[src/core/ulin_pkg.sv]
// Constants, register map and shared helpers of the LIN/IrDA serial port
package ulin_pkg;
  localparam int unsigned ULIN_CLK_HZ = 100_000_000;
  localparam int unsigned ULIN_BAUD_BPS = 19_200;
  localparam int unsigned ULIN_OVERSAMPLE = 16;
  localparam logic [15:0] ULIN_BAUD_RST =
    16'(ULIN_CLK_HZ / (ULIN_BAUD_BPS * ULIN_OVERSAMPLE));
  // Low-power infrared clock, typically 1.8432 MHz (1.42 to 2.12 MHz)
  localparam int unsigned ULIN_INFRARED_LOW_POWER_SELECT_KHZ = 1843;
  localparam logic [7:0] ULIN_PSC_RST =
    8'(ULIN_CLK_HZ / (ULIN_INFRARED_LOW_POWER_SELECT_KHZ * 1000));

  // Register byte offsets
  localparam logic [7:0] ULIN_OFS_STAT = 8'h00;
  localparam logic [7:0] ULIN_OFS_DATA = 8'h04;
  localparam logic [7:0] ULIN_OFS_BAUD = 8'h08;
  localparam logic [7:0] ULIN_OFS_CTRL = 8'h0c;
  localparam logic [7:0] ULIN_OFS_PSC = 8'h10;

  // Control register bit positions
  localparam int ULIN_C_TXEN = 0;
  localparam int ULIN_C_RXEN = 1;
  localparam int ULIN_C_LIN_MODE_ENABLE = 2;
  localparam int ULIN_C_SBK = 3;
  localparam int ULIN_C_BLEN = 4;
  localparam int ULIN_C_BIE = 5;
  localparam int ULIN_C_HIE = 6;
  localparam int ULIN_C_RIE = 7;
  localparam int ULIN_C_SLV = 8;
  localparam int ULIN_C_PARITY_CHECK_ENABLE = 9;
  localparam int ULIN_C_IREN = 10;
  localparam int ULIN_C_INFRARED_LOW_POWER_SELECT = 11;
  localparam int ULIN_CTRL_W = 12;
  localparam logic [11:0] ULIN_CTRL_RST = 12'h000;

  // Status register bit positions
  localparam int ULIN_S_RECEIVE_NOT_EMPTY_FLAG = 0;
  localparam int ULIN_S_TC = 1;
  localparam int ULIN_S_FE = 2;
  localparam int ULIN_S_PE = 3;
  localparam int ULIN_S_OVR = 4;
  localparam int ULIN_S_BRK = 5;
  localparam int ULIN_S_HDR = 6;
  localparam int ULIN_STAT_W = 7;
  localparam logic [6:0] ULIN_STAT_RST = 7'h02;

  // Bit timing
  localparam logic [3:0] ULIN_SAMP_A = 4'd7;
  localparam logic [3:0] ULIN_SAMP_B = 4'd8;
  localparam logic [3:0] ULIN_SAMP_C = 4'd9;
  localparam logic [3:0] ULIN_SAMP_LAST = 4'd15;
  localparam logic [3:0] ULIN_BRK_TX_BITS = 4'd13;
  localparam logic [3:0] ULIN_BRK_SHORT = 4'd10;
  localparam logic [3:0] ULIN_BRK_LONG = 4'd11;
  localparam logic [3:0] ULIN_IR_PULSE = 4'd3;
  localparam logic [1:0] ULIN_IR_GLITCH = 2'd2;
  localparam logic [3:0] ULIN_IR_HOLD = 4'd8;
  localparam logic [1:0] ULIN_HDR_ID = 2'd2;

  function automatic logic ulin_vote(input logic a, input logic b,
                                     input logic c);
    return (a & b) | (a & c) | (b & c);
  endfunction

  // True when both identifier parity bits match the LIN definition
  function automatic logic ulin_id_ok(input logic [7:0] id);
    logic p0;
    logic p1;
    p0 = id[0] ^ id[1] ^ id[2] ^ id[4];
    p1 = ~(id[1] ^ id[3] ^ id[4] ^ id[5]);
    return (id[6] == p0) && (id[7] == p1);
  endfunction
endpackage

[src/core/ulin_brkdet.sv]
// Break and delimiter detector, independent of the data receiver
module ulin_brkdet import ulin_pkg::*; (
  input wire logic pclk,
  input wire logic presetn,
  input wire logic enable,
  input wire logic rxd,
  input wire logic tick16,
  input wire logic long_sel,
  output logic brk_det,
  output logic brk_abort
);
  typedef enum logic [1:0] {BD_HUNT, BD_COUNT, BD_DELIM} ulin_bd_t;
  ulin_bd_t st_ff;
  logic [3:0] samp_ff;
  logic [3:0] zeros_ff;
  logic sa_ff;
  logic sb_ff;
  logic vote;
  logic [3:0] need;

  assign vote = ulin_vote(sa_ff, sb_ff, rxd);
  assign need = long_sel ? ULIN_BRK_LONG : ULIN_BRK_SHORT;

  always_ff @(posedge pclk or negedge presetn) begin
    if (!presetn) begin
      st_ff <= BD_HUNT;
      samp_ff <= 4'h0;
      zeros_ff <= 4'h0;
      sa_ff <= 1'b1;
      sb_ff <= 1'b1;
      brk_det <= 1'b0;
      brk_abort <= 1'b0;
    end else begin
      brk_det <= 1'b0;
      brk_abort <= 1'b0;
      if (!enable) begin
        st_ff <= BD_HUNT;
      end else if (tick16) begin
        samp_ff <= samp_ff + 4'h1;
        if (samp_ff == ULIN_SAMP_A) sa_ff <= rxd;
        if (samp_ff == ULIN_SAMP_B) sb_ff <= rxd;
        unique case (st_ff)
          BD_HUNT: begin
            if (!rxd) begin
              st_ff <= BD_COUNT;
              samp_ff <= 4'h1;
              zeros_ff <= 4'h0;
            end
          end
          BD_COUNT: begin
            if (samp_ff == ULIN_SAMP_C) begin
              if (vote) begin
                st_ff <= BD_HUNT;
                brk_abort <= 1'b1;
              end else if (zeros_ff + 4'h1 == need) begin
                st_ff <= BD_DELIM;
              end else begin
                zeros_ff <= zeros_ff + 4'h1;
              end
            end
          end
          BD_DELIM: begin
            if (samp_ff == ULIN_SAMP_C && vote) begin
              st_ff <= BD_HUNT;
              brk_det <= 1'b1;
            end
          end
        endcase
      end
    end
  end
endmodule

[src/core/ulin_top.sv]
// Serial port with LIN master/slave support and IrDA low-power coding
// Overview of operation
// - Low-power IrDA zero pulse is three clocks
// - Prescaler divides system clock to infrared clock
// - Low-power infrared glitch filter needs two prescaler periods
// - Break request sends 13 zeros, one delimiter
// - Break flag only from received break
// - Break detector runs apart, whenever receiver and LIN mode are enabled
// - Detector samples 8th, 9th, 10th like receiver
// - 10 or 11 zeros plus delimiter set flag when not slave
// - A one aborts break detection
// - LIN off: receiver ignores break detection
// - LIN framing error halts receiver until resolved
// - Response bytes 8N1, sent and received as plain data
// - Break sets data and framing flags first
// - Slave sets header flag, identifier readable
// - Parity error flagged with header flag
// - Parity uses identifier top two bits
module ulin_top import ulin_pkg::*; (
  input wire logic pclk,
  input wire logic presetn,
  input wire logic psel,
  input wire logic penable,
  input wire logic pwrite,
  input wire logic [7:0] paddr,
  input wire logic [31:0] pwdata,
  output logic [31:0] prdata_ff,
  output logic pready_ff,
  output logic pslverr_ff,
  input wire logic rx_pin,
  input wire logic ir_rx_pin,
  output logic tx_ff,
  output logic ir_tx_ff,
  output logic irq_ff
);
  typedef enum logic [2:0] {
    TX_IDLE, TX_START, TX_DATA, TX_STOP, TX_BRK, TX_DELIM
  } ulin_tx_t;
  typedef enum logic [2:0] {
    RX_IDLE, RX_START, RX_DATA, RX_STOP, RX_HALT
  } ulin_rx_t;

  logic [ULIN_CTRL_W-1:0] ctrl_ff;
  logic [ULIN_STAT_W-1:0] stat_ff;
  logic [15:0] baud_ff;
  logic [7:0] psc_ff;
  logic [7:0] rdata_ff;
  logic [7:0] thr_ff;
  logic thr_full_ff;
  logic [1:0] rx_sync_ff;
  logic [1:0] ir_sync_ff;
  logic [15:0] baud_cnt_ff;
  logic tick16_ff;
  logic [7:0] psc_cnt_ff;
  logic lp_tick_ff;
  ulin_tx_t tx_st_ff;
  logic [3:0] tx_ph_ff;
  logic [3:0] tx_bits_ff;
  logic [7:0] tx_sh_ff;
  logic [3:0] ir_lp_left_ff;
  logic [1:0] ir_low_ff;
  logic [3:0] ir_hold_ff;
  ulin_rx_t rx_st_ff;
  logic [3:0] rx_samp_ff;
  logic [2:0] rx_bits_ff;
  logic [7:0] rx_sh_ff;
  logic rx_sa_ff;
  logic rx_sb_ff;
  logic [1:0] hdr_cnt_ff;
  logic brk_det;
  logic brk_abort;

  logic lin_en;
  logic rxd;
  logic rx_vote;
  logic acc_done;
  logic wr_done;
  logic rd_done;
  logic data_wr;
  logic data_rd;
  logic tx_bit;
  logic tx_bit_end;
  logic byte_ok;
  logic byte_fe;
  logic hdr_hit;
  logic [31:0] rd_mux;
  logic mapped;
  logic ir_lp_start;

  assign lin_en = ctrl_ff[ULIN_C_LIN_MODE_ENABLE];
  assign acc_done = psel & penable & pready_ff;
  assign wr_done = acc_done & pwrite & mapped;
  assign rd_done = acc_done & ~pwrite & mapped;
  assign data_wr = wr_done & (paddr == ULIN_OFS_DATA);
  assign data_rd = rd_done & (paddr == ULIN_OFS_DATA);
  assign mapped = (paddr == ULIN_OFS_STAT) | (paddr == ULIN_OFS_DATA) |
                  (paddr == ULIN_OFS_BAUD) | (paddr == ULIN_OFS_CTRL) |
                  (paddr == ULIN_OFS_PSC);

  always_comb begin
    rd_mux = 32'h0000_0000;
    unique case (paddr)
      ULIN_OFS_STAT: rd_mux = {25'h0, stat_ff};
      ULIN_OFS_DATA: rd_mux = {24'h0, rdata_ff};
      ULIN_OFS_BAUD: rd_mux = {16'h0, baud_ff};
      ULIN_OFS_CTRL: rd_mux = {20'h0, ctrl_ff};
      ULIN_OFS_PSC: rd_mux = {24'h0, psc_ff};
      default: rd_mux = 32'h0000_0000;
    endcase
  end

  // One wait state: pready rises in the second access cycle
  always_ff @(posedge pclk or negedge presetn) begin
    if (!presetn) begin
      pready_ff <= 1'b0;
      pslverr_ff <= 1'b0;
      prdata_ff <= 32'h0000_0000;
    end else begin
      pready_ff <= psel & penable & ~pready_ff;
      pslverr_ff <= psel & penable & ~pready_ff & ~mapped;
      if (psel & penable & ~pready_ff) prdata_ff <= mapped ? rd_mux : 32'h0;
    end
  end

  always_ff @(posedge pclk or negedge presetn) begin
    if (!presetn) begin
      ctrl_ff <= ULIN_CTRL_RST;
      baud_ff <= ULIN_BAUD_RST;
      psc_ff <= ULIN_PSC_RST;
    end else begin
      if (wr_done && paddr == ULIN_OFS_CTRL)
        ctrl_ff <= pwdata[ULIN_CTRL_W-1:0];
      else if (tx_st_ff == TX_DELIM && tx_bit_end)
        ctrl_ff[ULIN_C_SBK] <= 1'b0;
      if (wr_done && paddr == ULIN_OFS_BAUD) baud_ff <= pwdata[15:0];
      if (wr_done && paddr == ULIN_OFS_PSC) psc_ff <= pwdata[7:0];
    end
  end

  // Pins cross into the clock domain through two flops each
  always_ff @(posedge pclk or negedge presetn) begin
    if (!presetn) begin
      rx_sync_ff <= 2'b11;
      ir_sync_ff <= 2'b11;
    end else begin
      rx_sync_ff <= {rx_sync_ff[0], rx_pin};
      ir_sync_ff <= {ir_sync_ff[0], ir_rx_pin};
    end
  end

  always_ff @(posedge pclk or negedge presetn) begin
    if (!presetn) begin
      baud_cnt_ff <= 16'h0000;
      tick16_ff <= 1'b0;
      psc_cnt_ff <= 8'h00;
      lp_tick_ff <= 1'b0;
    end else begin
      tick16_ff <= 1'b0;
      lp_tick_ff <= 1'b0;
      if (baud_cnt_ff + 16'h1 >= baud_ff) begin
        baud_cnt_ff <= 16'h0000;
        tick16_ff <= 1'b1;
      end else begin
        baud_cnt_ff <= baud_cnt_ff + 16'h1;
      end
      // A zero prescaler gives no infrared clock at all
      if (psc_ff == 8'h00) begin
        psc_cnt_ff <= 8'h00;
      end else if (psc_cnt_ff + 8'h1 >= psc_ff) begin
        psc_cnt_ff <= 8'h00;
        lp_tick_ff <= 1'b1;
      end else begin
        psc_cnt_ff <= psc_cnt_ff + 8'h1;
      end
      // Restart the infrared clock so a pulse spans three whole periods
      if (ir_lp_start) begin
        psc_cnt_ff <= 8'h01;
        lp_tick_ff <= 1'b0;
      end
    end
  end

  // Transmitter
  always_comb begin
    unique case (tx_st_ff)
      TX_START, TX_BRK: tx_bit = 1'b0;
      TX_DATA: tx_bit = tx_sh_ff[0];
      default: tx_bit = 1'b1;
    endcase
  end
  assign tx_bit_end = tick16_ff & (tx_ph_ff == ULIN_SAMP_LAST);
  assign ir_lp_start = ctrl_ff[ULIN_C_IREN] & ctrl_ff[ULIN_C_INFRARED_LOW_POWER_SELECT] &
                       tick16_ff & (tx_ph_ff == 4'h0) & ~tx_bit &
                       (tx_st_ff != TX_IDLE);

  always_ff @(posedge pclk or negedge presetn) begin
    if (!presetn) begin
      tx_st_ff <= TX_IDLE;
      tx_ph_ff <= 4'h0;
      tx_bits_ff <= 4'h0;
      tx_sh_ff <= 8'h00;
      thr_ff <= 8'h00;
      thr_full_ff <= 1'b0;
    end else begin
      if (data_wr) begin
        thr_ff <= pwdata[7:0];
        thr_full_ff <= 1'b1;
      end
      if (tick16_ff) tx_ph_ff <= tx_ph_ff + 4'h1;
      unique case (tx_st_ff)
        TX_IDLE: begin
          tx_ph_ff <= 4'h0;
          tx_bits_ff <= 4'h0;
          // A pending break goes out ahead of queued data
          if (ctrl_ff[ULIN_C_TXEN] && ctrl_ff[ULIN_C_SBK] && lin_en) begin
            tx_st_ff <= TX_BRK;
          end else if (ctrl_ff[ULIN_C_TXEN] && thr_full_ff && !data_wr) begin
            tx_st_ff <= TX_START;
            tx_sh_ff <= thr_ff;
            thr_full_ff <= 1'b0;
          end
        end
        TX_START: if (tx_bit_end) tx_st_ff <= TX_DATA;
        TX_DATA: begin
          if (tx_bit_end) begin
            tx_sh_ff <= {1'b0, tx_sh_ff[7:1]};
            tx_bits_ff <= tx_bits_ff + 4'h1;
            if (tx_bits_ff == 4'd7) tx_st_ff <= TX_STOP;
          end
        end
        TX_STOP: if (tx_bit_end) tx_st_ff <= TX_IDLE;
        TX_BRK: begin
          if (tx_bit_end) begin
            tx_bits_ff <= tx_bits_ff + 4'h1;
            if (tx_bits_ff + 4'h1 == ULIN_BRK_TX_BITS)
              tx_st_ff <= TX_DELIM;
          end
        end
        TX_DELIM: if (tx_bit_end) tx_st_ff <= TX_IDLE;
        default: tx_st_ff <= TX_IDLE;
      endcase
    end
  end

  // Infrared encoder: a zero bit becomes a short high pulse
  always_ff @(posedge pclk or negedge presetn) begin
    if (!presetn) begin
      tx_ff <= 1'b1;
      ir_tx_ff <= 1'b0;
      ir_lp_left_ff <= 4'h0;
    end else begin
      tx_ff <= tx_bit;
      if (tick16_ff && tx_ph_ff == 4'h0 && !tx_bit)
        ir_lp_left_ff <= ULIN_IR_PULSE;
      else if (lp_tick_ff && ir_lp_left_ff != 4'h0)
        ir_lp_left_ff <= ir_lp_left_ff - 4'h1;
      if (!ctrl_ff[ULIN_C_IREN] || tx_st_ff == TX_IDLE)
        ir_tx_ff <= 1'b0;
      else if (ctrl_ff[ULIN_C_INFRARED_LOW_POWER_SELECT])
        ir_tx_ff <= ir_lp_left_ff != 4'h0;
      else
        ir_tx_ff <= !tx_bit && tx_ph_ff < ULIN_IR_PULSE;
    end
  end

  // Infrared decoder; reception is ignored while transmitting
  always_ff @(posedge pclk or negedge presetn) begin
    if (!presetn) begin
      ir_low_ff <= 2'b00;
      ir_hold_ff <= 4'h0;
    end else begin
      if (ir_sync_ff[1] || tx_st_ff != TX_IDLE)
        ir_low_ff <= 2'b00;
      else if (lp_tick_ff && ir_low_ff != ULIN_IR_GLITCH)
        ir_low_ff <= ir_low_ff + 2'b01;
      // In low-power mode short lows never reach the counter limit and are dropped
      if ((ctrl_ff[ULIN_C_INFRARED_LOW_POWER_SELECT] && lp_tick_ff &&
           ir_low_ff + 2'b01 == ULIN_IR_GLITCH) ||
          (!ctrl_ff[ULIN_C_INFRARED_LOW_POWER_SELECT] && !ir_sync_ff[1] && tx_st_ff == TX_IDLE))
        ir_hold_ff <= ULIN_IR_HOLD;
      else if (tick16_ff && ir_hold_ff != 4'h0)
        ir_hold_ff <= ir_hold_ff - 4'h1;
    end
  end

  assign rxd = ctrl_ff[ULIN_C_IREN] ? (ir_hold_ff == 4'h0) : rx_sync_ff[1];
  assign rx_vote = ulin_vote(rx_sa_ff, rx_sb_ff, rxd);

  ulin_brkdet u_brkdet (
    .pclk(pclk),
    .presetn(presetn),
    .enable(ctrl_ff[ULIN_C_RXEN] & lin_en),
    .rxd(rxd),
    .tick16(tick16_ff),
    .long_sel(ctrl_ff[ULIN_C_BLEN]),
    .brk_det(brk_det),
    .brk_abort(brk_abort)
  );

  // Data receiver with 8th/9th/10th sample vote
  always_ff @(posedge pclk or negedge presetn) begin
    if (!presetn) begin
      rx_st_ff <= RX_IDLE;
      rx_samp_ff <= 4'h0;
      rx_bits_ff <= 3'h0;
      rx_sh_ff <= 8'h00;
      rx_sa_ff <= 1'b1;
      rx_sb_ff <= 1'b1;
    end else if (!ctrl_ff[ULIN_C_RXEN]) begin
      rx_st_ff <= RX_IDLE;
    end else if (rx_st_ff == RX_HALT) begin
      if (brk_abort || brk_det || !lin_en) rx_st_ff <= RX_IDLE;
    end else if (tick16_ff) begin
      rx_samp_ff <= rx_samp_ff + 4'h1;
      if (rx_samp_ff == ULIN_SAMP_A) rx_sa_ff <= rxd;
      if (rx_samp_ff == ULIN_SAMP_B) rx_sb_ff <= rxd;
      unique case (rx_st_ff)
        RX_IDLE: begin
          if (!rxd) begin
            rx_st_ff <= RX_START;
            rx_samp_ff <= 4'h1;
          end
        end
        RX_START: begin
          if (rx_samp_ff == ULIN_SAMP_C && rx_vote) rx_st_ff <= RX_IDLE;
          if (rx_samp_ff == ULIN_SAMP_LAST) begin
            rx_st_ff <= RX_DATA;
            rx_bits_ff <= 3'h0;
          end
        end
        RX_DATA: begin
          if (rx_samp_ff == ULIN_SAMP_C) begin
            rx_sh_ff <= {rx_vote, rx_sh_ff[7:1]};
            rx_bits_ff <= rx_bits_ff + 3'h1;
            if (rx_bits_ff == 3'h7) rx_st_ff <= RX_STOP;
          end
        end
        RX_STOP: begin
          if (rx_samp_ff == ULIN_SAMP_C)
            rx_st_ff <= (!rx_vote && lin_en) ? RX_HALT : RX_IDLE;
        end
        default: rx_st_ff <= RX_IDLE;
      endcase
    end
  end

  assign byte_ok = tick16_ff & (rx_st_ff == RX_STOP) &
                   (rx_samp_ff == ULIN_SAMP_C) & rx_vote;
  assign byte_fe = tick16_ff & (rx_st_ff == RX_STOP) &
                   (rx_samp_ff == ULIN_SAMP_C) & ~rx_vote;
  assign hdr_hit = byte_ok & lin_en & ctrl_ff[ULIN_C_SLV] &
                   (hdr_cnt_ff == ULIN_HDR_ID - 2'b01);

  // Slave header tracking: count good bytes after a break
  always_ff @(posedge pclk or negedge presetn) begin
    if (!presetn) begin
      hdr_cnt_ff <= ULIN_HDR_ID;
    end else if (brk_det) begin
      hdr_cnt_ff <= 2'b00;
    end else if (byte_fe) begin
      hdr_cnt_ff <= ULIN_HDR_ID;
    end else if (byte_ok && hdr_cnt_ff != ULIN_HDR_ID) begin
      hdr_cnt_ff <= hdr_cnt_ff + 2'b01;
    end
  end

  // Status flags: hardware set wins over a software write-one clear
  always_ff @(posedge pclk or negedge presetn) begin
    if (!presetn) begin
      stat_ff <= ULIN_STAT_RST;
      rdata_ff <= 8'h00;
    end else begin
      if (wr_done && paddr == ULIN_OFS_STAT)
        stat_ff <= stat_ff & ~pwdata[ULIN_STAT_W-1:0];
      if (data_rd) stat_ff[ULIN_S_RECEIVE_NOT_EMPTY_FLAG] <= 1'b0;
      if (data_wr) stat_ff[ULIN_S_TC] <= 1'b0;
      if (tx_st_ff != TX_IDLE && tx_bit_end &&
          (tx_st_ff == TX_STOP || tx_st_ff == TX_DELIM) && !thr_full_ff)
        stat_ff[ULIN_S_TC] <= 1'b1;
      if (byte_ok || byte_fe) begin
        rdata_ff <= rx_sh_ff;
        stat_ff[ULIN_S_RECEIVE_NOT_EMPTY_FLAG] <= 1'b1;
        if (stat_ff[ULIN_S_RECEIVE_NOT_EMPTY_FLAG] && !data_rd) stat_ff[ULIN_S_OVR] <= 1'b1;
      end
      if (byte_fe) stat_ff[ULIN_S_FE] <= 1'b1;
      if (brk_det && !ctrl_ff[ULIN_C_SLV])
        stat_ff[ULIN_S_BRK] <= 1'b1;
      if (hdr_hit) begin
        stat_ff[ULIN_S_HDR] <= 1'b1;
        if (ctrl_ff[ULIN_C_PARITY_CHECK_ENABLE] && !ulin_id_ok(rx_sh_ff))
          stat_ff[ULIN_S_PE] <= 1'b1;
      end
    end
  end

  always_ff @(posedge pclk or negedge presetn) begin
    if (!presetn) begin
      irq_ff <= 1'b0;
    end else begin
      irq_ff <= (stat_ff[ULIN_S_BRK] & ctrl_ff[ULIN_C_BIE]) |
                (stat_ff[ULIN_S_HDR] & ctrl_ff[ULIN_C_HIE]) |
                (stat_ff[ULIN_S_RECEIVE_NOT_EMPTY_FLAG] & ctrl_ff[ULIN_C_RIE]);
    end
  end
endmodule

[config.mk]
export PLATFORM = sky130hd
export DESIGN_NAME = ulin_top
export DESIGN_NICKNAME = d
export VERILOG_FILES = /design/src/core/ulin_pkg.sv /design/src/core/ulin_brkdet.sv /design/src/core/ulin_top.sv
export SDC_FILE = /design/constraint.sdc
export NUM_CORES = 1
export LEC_CHECK = 0
export BUFFER_PORTS_ARGS = -buffer_cell sky130_fd_sc_hd__buf_2
export CAP_MARGIN = 20
export CORE_MARGIN = 2
export CORE_UTILIZATION = 25
export CTS_CLUSTER_DIAMETER = 150
export DETAILED_ROUTE_END_ITERATION = 16
export GPL_TIMING_DRIVEN = 0
export SETUP_SLACK_MARGIN = 0.5
export SYNTH_ARGS = -nofsm -noshare
export SYNTH_HDL_FRONTEND = slang
export SYNTH_SLANG_ARGS = --single-unit
[constraint.sdc]
create_clock -name pclk -period 3.5 [get_ports pclk]
set_input_delay 0.525 -clock pclk [delete_from_list [all_inputs] [get_ports pclk]]
set_output_delay 0.525 -clock pclk [all_outputs]
set_load 0.02 [all_outputs]
==> results of run 1 <==
-- placed cells by master, fill, tap and decap left out, types with 8 or more instances in the layout --
master	count
nand3_1	36
buf_2	58
o22ai_1	8
o21ai_0	65
ha_1	49
buf_4	18
xor2_1	12
nor2b_1	30
a21o_1	12
a22oi_1	8
xnor2_1	26
a21oi_1	30
nand2_1	126
nor3_1	13
nor2_1	66
nand4_1	13
conb_1	16
nand2b_1	12
mux2_2	27
a221oi_1	11
clkbuf_1	20
dfstp_2	19
dfrtp_1	156
clkbuf_16	17
inv_1	52
-- layout make-up --
type,count,area (µm²),area share
multi-input combinational,679,4460,0.412
sequential,176,4430,0.409
tap,468,586,0.0541
clock buffer,18,439,0.0406
buffer,52,290,0.0268
timing repair buffer,50,283,0.0261
inverter,52,195,0.0180
clock inverter,14,136,0.0126
antenna,2,5.00,0.000462
-- critical path: cells and delay by family, from the launching register on --
family | cells | cell delay [ps]
AO/OA/AOI/OAI | 5 | 840
AND/OR/NAND/NOR | 5 | 760
buffers and inverters | 1 | 220
adder cells (fa/ha/maj) | 1 | 290
flip-flops | 1 | 430
XOR/XNOR | 1 | 140
-- cell families (layout without fill, tap and decap cells) --
| group | after synthesis | after routing | synth area share |
|---|---|---|---|
| and+or+nand+nor | 352 | 352 | 0.193 |
| AOI/OAI and AO/OA | 181 | 181 | 0.125 |
| DFF | 176 | 176 | 0.477 |
| buffers and inverters | 104 | 186 | 0.0519 |
| adders and majority gates | 54 | 54 | 0.0714 |
| xor gates and xnor gates | 39 | 39 | 0.0368 |
| muxes | 37 | 37 | 0.0442 |
| other | 1 | 18 | 0.000404 |
-- sequential cells by signal (all words and copies together), names as in the netlist, 12 cells and up --
name,flops
baud_cnt_ff,16
baud_ff,16
ctrl_ff,12
prdata_ff,16
-- routing by layer --
metal | track usage | up-vias | wire length [µm]
met5 | 0 | - | 0
met4 | 0.0329 | 0 | 331
li1 | - | 3437 | -
met2 | 0.200 | 123 | 10900
met3 | 0.0252 | 26 | 886
met1 | 0.162 | 3453 | 10400
-- metrics by stage --
stage	hold slack [ps]	instance area [µm²]	setup TNS, ps	util	power (mW)
finish	152	10800	0	0.296	4.11
floorplan	229	9340	0	-	2.16
CTS	169	10800	0	0.295	4.16
global route	164	10800	0	0.296	4.25
global placement	349	10200	-156540	0.278	2.26
detailed placement	349	10200	0	0.279	2.26
-- power groups by stage --
stage / clock, mW / sequential [mW] / combinational, mW
after detailed placement: 0 / 2.09 / 0.176
after global placement: 0 / 2.09 / 0.169
after floorplan: 0 / 2.09 / 0.0704
final: 1.89 / 2.05 / 0.171
after CTS: 1.93 / 2.05 / 0.177
after global routing: 2.01 / 2.05 / 0.191
-- what timing repair did --
action	CTS	global route
gates resized for setup	4	8
pin swaps	0	1
cloned	0	0
setup endpoints to repair	10	10
-- how the worst max path moves through the flow --
stage | startpoint | end | slack [ps] | depth (start not counted)
6_report | baud_cnt_ff[2] | baud_cnt_ff[13] | 740 | 13
3_5_place_dp | baud_cnt_ff[2] | baud_cnt_ff[11] | 110 | 10
2_1_floorplan | baud_cnt_ff[2] | baud_cnt_ff[10] | 810 | 10
5_1_grt | baud_cnt_ff[2] | baud_cnt_ff[13] | 510 | 13
4_1_cts | baud_cnt_ff[0] | baud_cnt_ff[13] | 550 | 12
3_3_place_gp | presetn | baud_cnt_ff[5] | -1010 | 1
==> impl_results.md, run 1 <==
* Most used cell, CP: a21o_1
* Clock share of power at 0.460
* Maximum clock rate at 362 MHz
* Max cap viols at 0
* # setup viols final at 0
* Total core area at 36600 µm²
* Longest Clk Path Bufs at 2
* Synth unique cells at 77
* Vias at 7039
* Worst-margin pin slew at 926 ps
* Synthesized flop and latch total at 176
* Vias per std cell at 4.66
* IO buf count at 49
* CP Class: register to register
* Post-DRT Antenna Nets at 0
* Die footprint at 38700 µm²
* Clk sinks at 176
* Root Buffer: clkbuf_16
* Post-synth EDFFs at 0
* Global-route usage over all layers at 0.121
* Slew Viols, Final at 0
* TritonCTS clock tree: built
* Post-CTS Hold Fix Bufs at 0
* DRC at 0
* DRT Wirelength at 22.6 mm
* Max FO, Critical Path at 10
* Starting Density at 0.254
* Logic pwr share at 0.042
* CP Capture Type: register
* Maximum vdd drop at 350 µV
* Status: completed
* Pwr Density at 380 nW/µm²
* Ys Warns at 0
* Yosys top cell area share at 0.423
* Pleak at 5.08 nW
* Num ports at 84
* CP Data Required Time at 3870 ps
* Post-layout nets at 1124
* Setup WS pre-CTS at 112 ps
* Inst Count DP at 1477
* Setup slack after layout at 738 ps
* Overflow after GRT at 0
* FF-to-FF setup slack at 740 ps
* Iter 0 DRT Violations at 421
* Sequential fraction of design power at 0.498
* Drt pass-1 iters at 5
* Clock-pin slew on the worst setup and hold paths at 70 ps
* Top post-synthesis cells by area: dfrtp_1, ha_1, dfstp_2, nand2_1, o21ai_0
* Top-count cell post-synth: dfrtp_1
* Most frequent cells after synthesis: dfrtp_1, nand2_1, nor2_1, o21ai_0, inv_1
* Worst Path Arrival at 3130 ps
* Fin. Hold Viols at 0
* FF-to-FF Start: baud_cnt_ff[2]
* Worst r2r path cells at 13
* H-tree depth at 4
* Cell count after synthesis at 944
* Vias in the first global route at 6898
* Synth area leader: dfrtp_1
* Min cycle time layout at 2760 ps
* Critical-path cell list: and4_4 -> nand3_1 -> nor2_4 -> nand2_1 -> xnor2_2 -> ha_1 -> a21o_1 -> a21o_1 -> a21oi_1 -> o21a_1 -> o31ai_4 -> buf_4 -> nor2b_1
* Share of flip-flops with an asynchronous set or reset at 1.00
* Clock Skews at 10.0 ps
* Die height at 197 µm
* Row cnt at 70
* Int Pwr at 3.06 mW
* Fin crit share at 0.789
* Initial antenna violation count at 2
* Slowest Stage Delay on Critical Path at 430 ps
* Filler cells at 3806
* Final Wtd Congestion at 0.786
* RSZ-0062 raised after global routing: no
* Detail-routed net length per standard cell at 14.9 µm
* First-pass GRT wire length at 37.2 mm
* RR Endpoint: baud_cnt_ff[13]
* Largest net degree at the start of global routing at 104
* Layout cells sized above 1 at 0.172
* Layout area overhead at 16.6%
* Main flop type after synthesis: dfrtp_1
* Mapped Area at 9280 µm²
* CP Launch Type: register
* Critical-path top delay cell: dfrtp_1
* Later-pin clock latency in the skew report at 440 ps
* Net Sw Power at 1.05 mW
* Final Non-Filler Cells at 1511
* Slew margin rel. at 0.378
* Syn avg cell area at 9.83 µm²
* CTS Buf Count at 17
* Switching share of power at 0.256
* Hold/Removal Path Class: input pin to async pin
* Post-CTS setup buffers at 0
* Die Wd at 197 µm
* Register area share after synthesis at 0.477
* Final HPWL DP at 16.7 mm
No activity file was read; power rests on OpenSTA's default activity.
==> run 2: changes to the inputs <==
--- a/config.mk
+++ b/config.mk
@@ -5,6 +5,7 @@
 export SDC_FILE = /design/constraint.sdc
 export NUM_CORES = 1
 export LEC_CHECK = 0
+export ABC_AREA = 1
 export BUFFER_PORTS_ARGS = -buffer_cell sky130_fd_sc_hd__buf_2
 export CAP_MARGIN = 20
 export CORE_MARGIN = 2
==> constraint.sdc (replaced) <==
create_clock -name pclk -period 2.85 [get_ports pclk]
set_input_delay 0.4275 -clock pclk [delete_from_list [all_inputs] [get_ports pclk]]
set_output_delay 0.4275 -clock pclk [all_outputs]
set_load 0.02 [all_outputs]
==> run 2 against run 1 <==
Against the previous run: non-clock buffer count stayed put; wire length grew 3.3%; synthesized cell count grew 24%; count of clock-buffer cells in the layout is 4 higher; fmax grew 3.2%; worst setup slack lost 570 ps; total power is 44% higher; final cell count rose by 19%; final area up 6.4%; worst hold slack got worse by 140 ps; critical endpoint is now baud_cnt_ff[9].
==> impl_results.md, run 2 <==
* Overflow after GRT at 0
* RR Endpoint: baud_cnt_ff[9]
* CP Capture Type: register
* Pwr Density at 513 nW/µm²
* Layout cells sized above 1 at 0.176
* Clock-pin slew on the worst setup and hold paths at 70 ps
* CTS Buf Count at 17
* Most frequent cells after synthesis: nand2_1, inv_1, dfrtp_1, nor2_1, o21ai_0
* Critical Path Start: baud_cnt_ff[0]
* Final HPWL DP at 17.3 mm
* First-pass GRT wire length at 38.4 mm
* Filler cells at 3991
* Commonest non-fill, non-tap cell in the layout: nand2_1
* Root Buffer: clkbuf_16
* CP Data Required Time at 3160 ps
* Post-CTS Hold Fix Bufs at 0
* Slew margin rel. at 0.552
* Max cap viols at 0
* Clk sinks at 176
* CP top delay family: simple AND/OR/NAND/NOR gates
* Hold/Removal Path Class: input pin to async pin
* Die height at 198 µm
* Most used cell, CP: nand3_4
* Post-layout nets at 1373
* Die Wd at 198 µm
* Post-DP Area at 10500 µm²
* Worst r2r path cells at 16
* Initial antenna violation count at 0
* Total core area at 37500 µm²
* Top post-synthesis cells by area: dfrtp_1, nand2_1, ha_1, inv_1, dfstp_2
* Synth area leader: dfrtp_1
* Longest Clk Path Bufs at 2
* Final non-filler cell area at 11500 µm²
* DRT Wirelength at 23.3 mm
* FF-to-FF setup slack at 170 ps
* Detail-routed net length per standard cell at 13.0 µm
* Worst Path Arrival at 2990 ps
* Iter 0 DRT Violations at 465
* Final Wtd Congestion at 0.817
* Later-pin clock latency in the skew report at 430 ps
* Syn avg cell area at 8.05 µm²
* Layout area overhead at 21.8%
* Num ports at 84
* Starting Density at 0.252
* Slew Viols, Final at 0
* RSZ-0062 raised after global routing: yes
* Share of flip-flops with an asynchronous set or reset at 1.00
* Global-route usage over all layers at 0.121
* Slowest Stage Delay on Critical Path at 440 ps
* Main flop type after synthesis: dfrtp_1
* Post-synth EDFFs at 0
* Ys Warns at 0
* Fin. Hold Viols at 0
* CP Class: register to register
* Simple-gate share of the synthesized area at 0.260
* TritonCTS clock tree: built
* Maximum vdd drop at 349 µV
* Vias per std cell at 4.37
* Row cnt at 71
* Post-DRT Antenna Nets at 0
* Fin crit share at 0.940
* # setup viols final at 0
* Critical-path cell list: ha_4 -> nand3_4 -> nor2_4 -> nand2_2 -> nor2_4 -> buf_6 -> nand4_1 -> xor2_1 -> inv_1 -> ha_4 -> nand3_4 -> nor3_4 -> nand3_2 -> nand3_4 -> clkbuf_16 -> nor2_2
* Synth unique cells at 44
* Drt pass-1 iters at 4
* FF-to-FF Start: baud_cnt_ff[0]
* Yosys top cell area share at 0.416
* Vias in the first global route at 7667
* Largest registers: baud_cnt_ff: 16 flops, baud_ff: 16 flops, prdata_ff: 16 flops
* Worst-margin pin slew at 672 ps
* Worst Path Buf+Inv at 3
* Clock Skews at 12.4 ps
* DRC at 0
* H-tree depth at 4
* Cell count after synthesis at 1174
* Critical-path top delay cell: dfrtp_1
* IO buf count at 51
* Total power at 5.91 mW
* Status: completed
* Mux contribution to synthesized area at 0
* Top-count cell post-synth: nand2_1
* Mapped Area at 9460 µm²
* Post-Synth XOR/XNOR Area at 0.0259
* Max FO, Critical Path at 5
* Pleak at 5.52 nW
* Register area share after synthesis at 0.468
* Maximum clock rate at 373 MHz
* Synth Area in Compound Gates at 0.0922
* Util after Layout at 0.307
* Largest net degree at the start of global routing at 91
* Min cycle time layout at 2680 ps
* Vias at 7869
* Die footprint at 39400 µm²
* Commonest cells after routing, fill and taps aside: nand2_1, inv_1, dfrtp_1
* Synth Area in Adders at 0.0648
* CP Launch Type: register
* Synthesized flop and latch total at 176
* Antenna Cells at 0
* Combinational family with the most area after synthesis: simple AND/OR/NAND/NOR gates
## run 2: metrics by stage
stage	worst slack (ps)	hold slack (ps)	cells	TNS [ps]
6_report	172	13.6	1801	0
5_1_grt	18.8	49.3	1801	0
4_1_cts	270	39.4	1794	0
3_5_place_dp	26.5	348	1752	0
3_3_place_gp	-1560	347	1751	-251440
2_1_floorplan	493	132	1189	0
## run 2: worst max path at each step
stage                                to  slack (ps)  depth (start not counted)
floorplan                baud_cnt_ff[9]         490                         17
global route             baud_cnt_ff[9]          20                         17
finish                   baud_cnt_ff[9]         170                         16
global placement    u_brkdet.samp_ff[1]       -1560                          1
CTS                      baud_cnt_ff[7]         270                         15
detailed placement       baud_cnt_ff[7]          30                         17
## run 2: area by class of cell
class,instances,area [µm²],area share
well taps,511,639,0.0555
flip-flops and latches,176,4430,0.385
repair buffers,69,445,0.0387
clock inverters,10,206,0.0179
plain buffers,33,214,0.0186
clock buffers,22,464,0.0403
multi-input cells,812,4490,0.389
inverters,168,633,0.0550
## run 2: logic make-up after synthesis
group                    Yosys count
other                              1
AO/OA/AOI/OAI                    165
adder cells (fa/ha/maj)           49
buffers and inverters            201
flip-flops                       176
AND/OR/NAND/NOR                  554
XOR/XNOR                          28
## run 2: power by group
group          total, mW  internal (mW)  switching [mW]  leakage, nW
combinational      0.652          0.171           0.480         2.89
sequential          2.58           2.55          0.0335         2.30
clock               2.68           1.69           0.990        0.324
## run 2: timing repair
action                                  CTS  global route
gates resized for setup                  14            33
cloned                                    0             1
endpoints found under the setup margin   18            26
pin swaps                                 2            10
setup buffers                            10             6
## run 2: metal layers
metal	track usage	part of all wire	up-vias
li1	-	-	3941
met1	0.156	0.46	3761
met2	0.208	0.48	142
met3	0.0205	0.037	25
met4	0.0365	0.021	0
met5	0	0	-
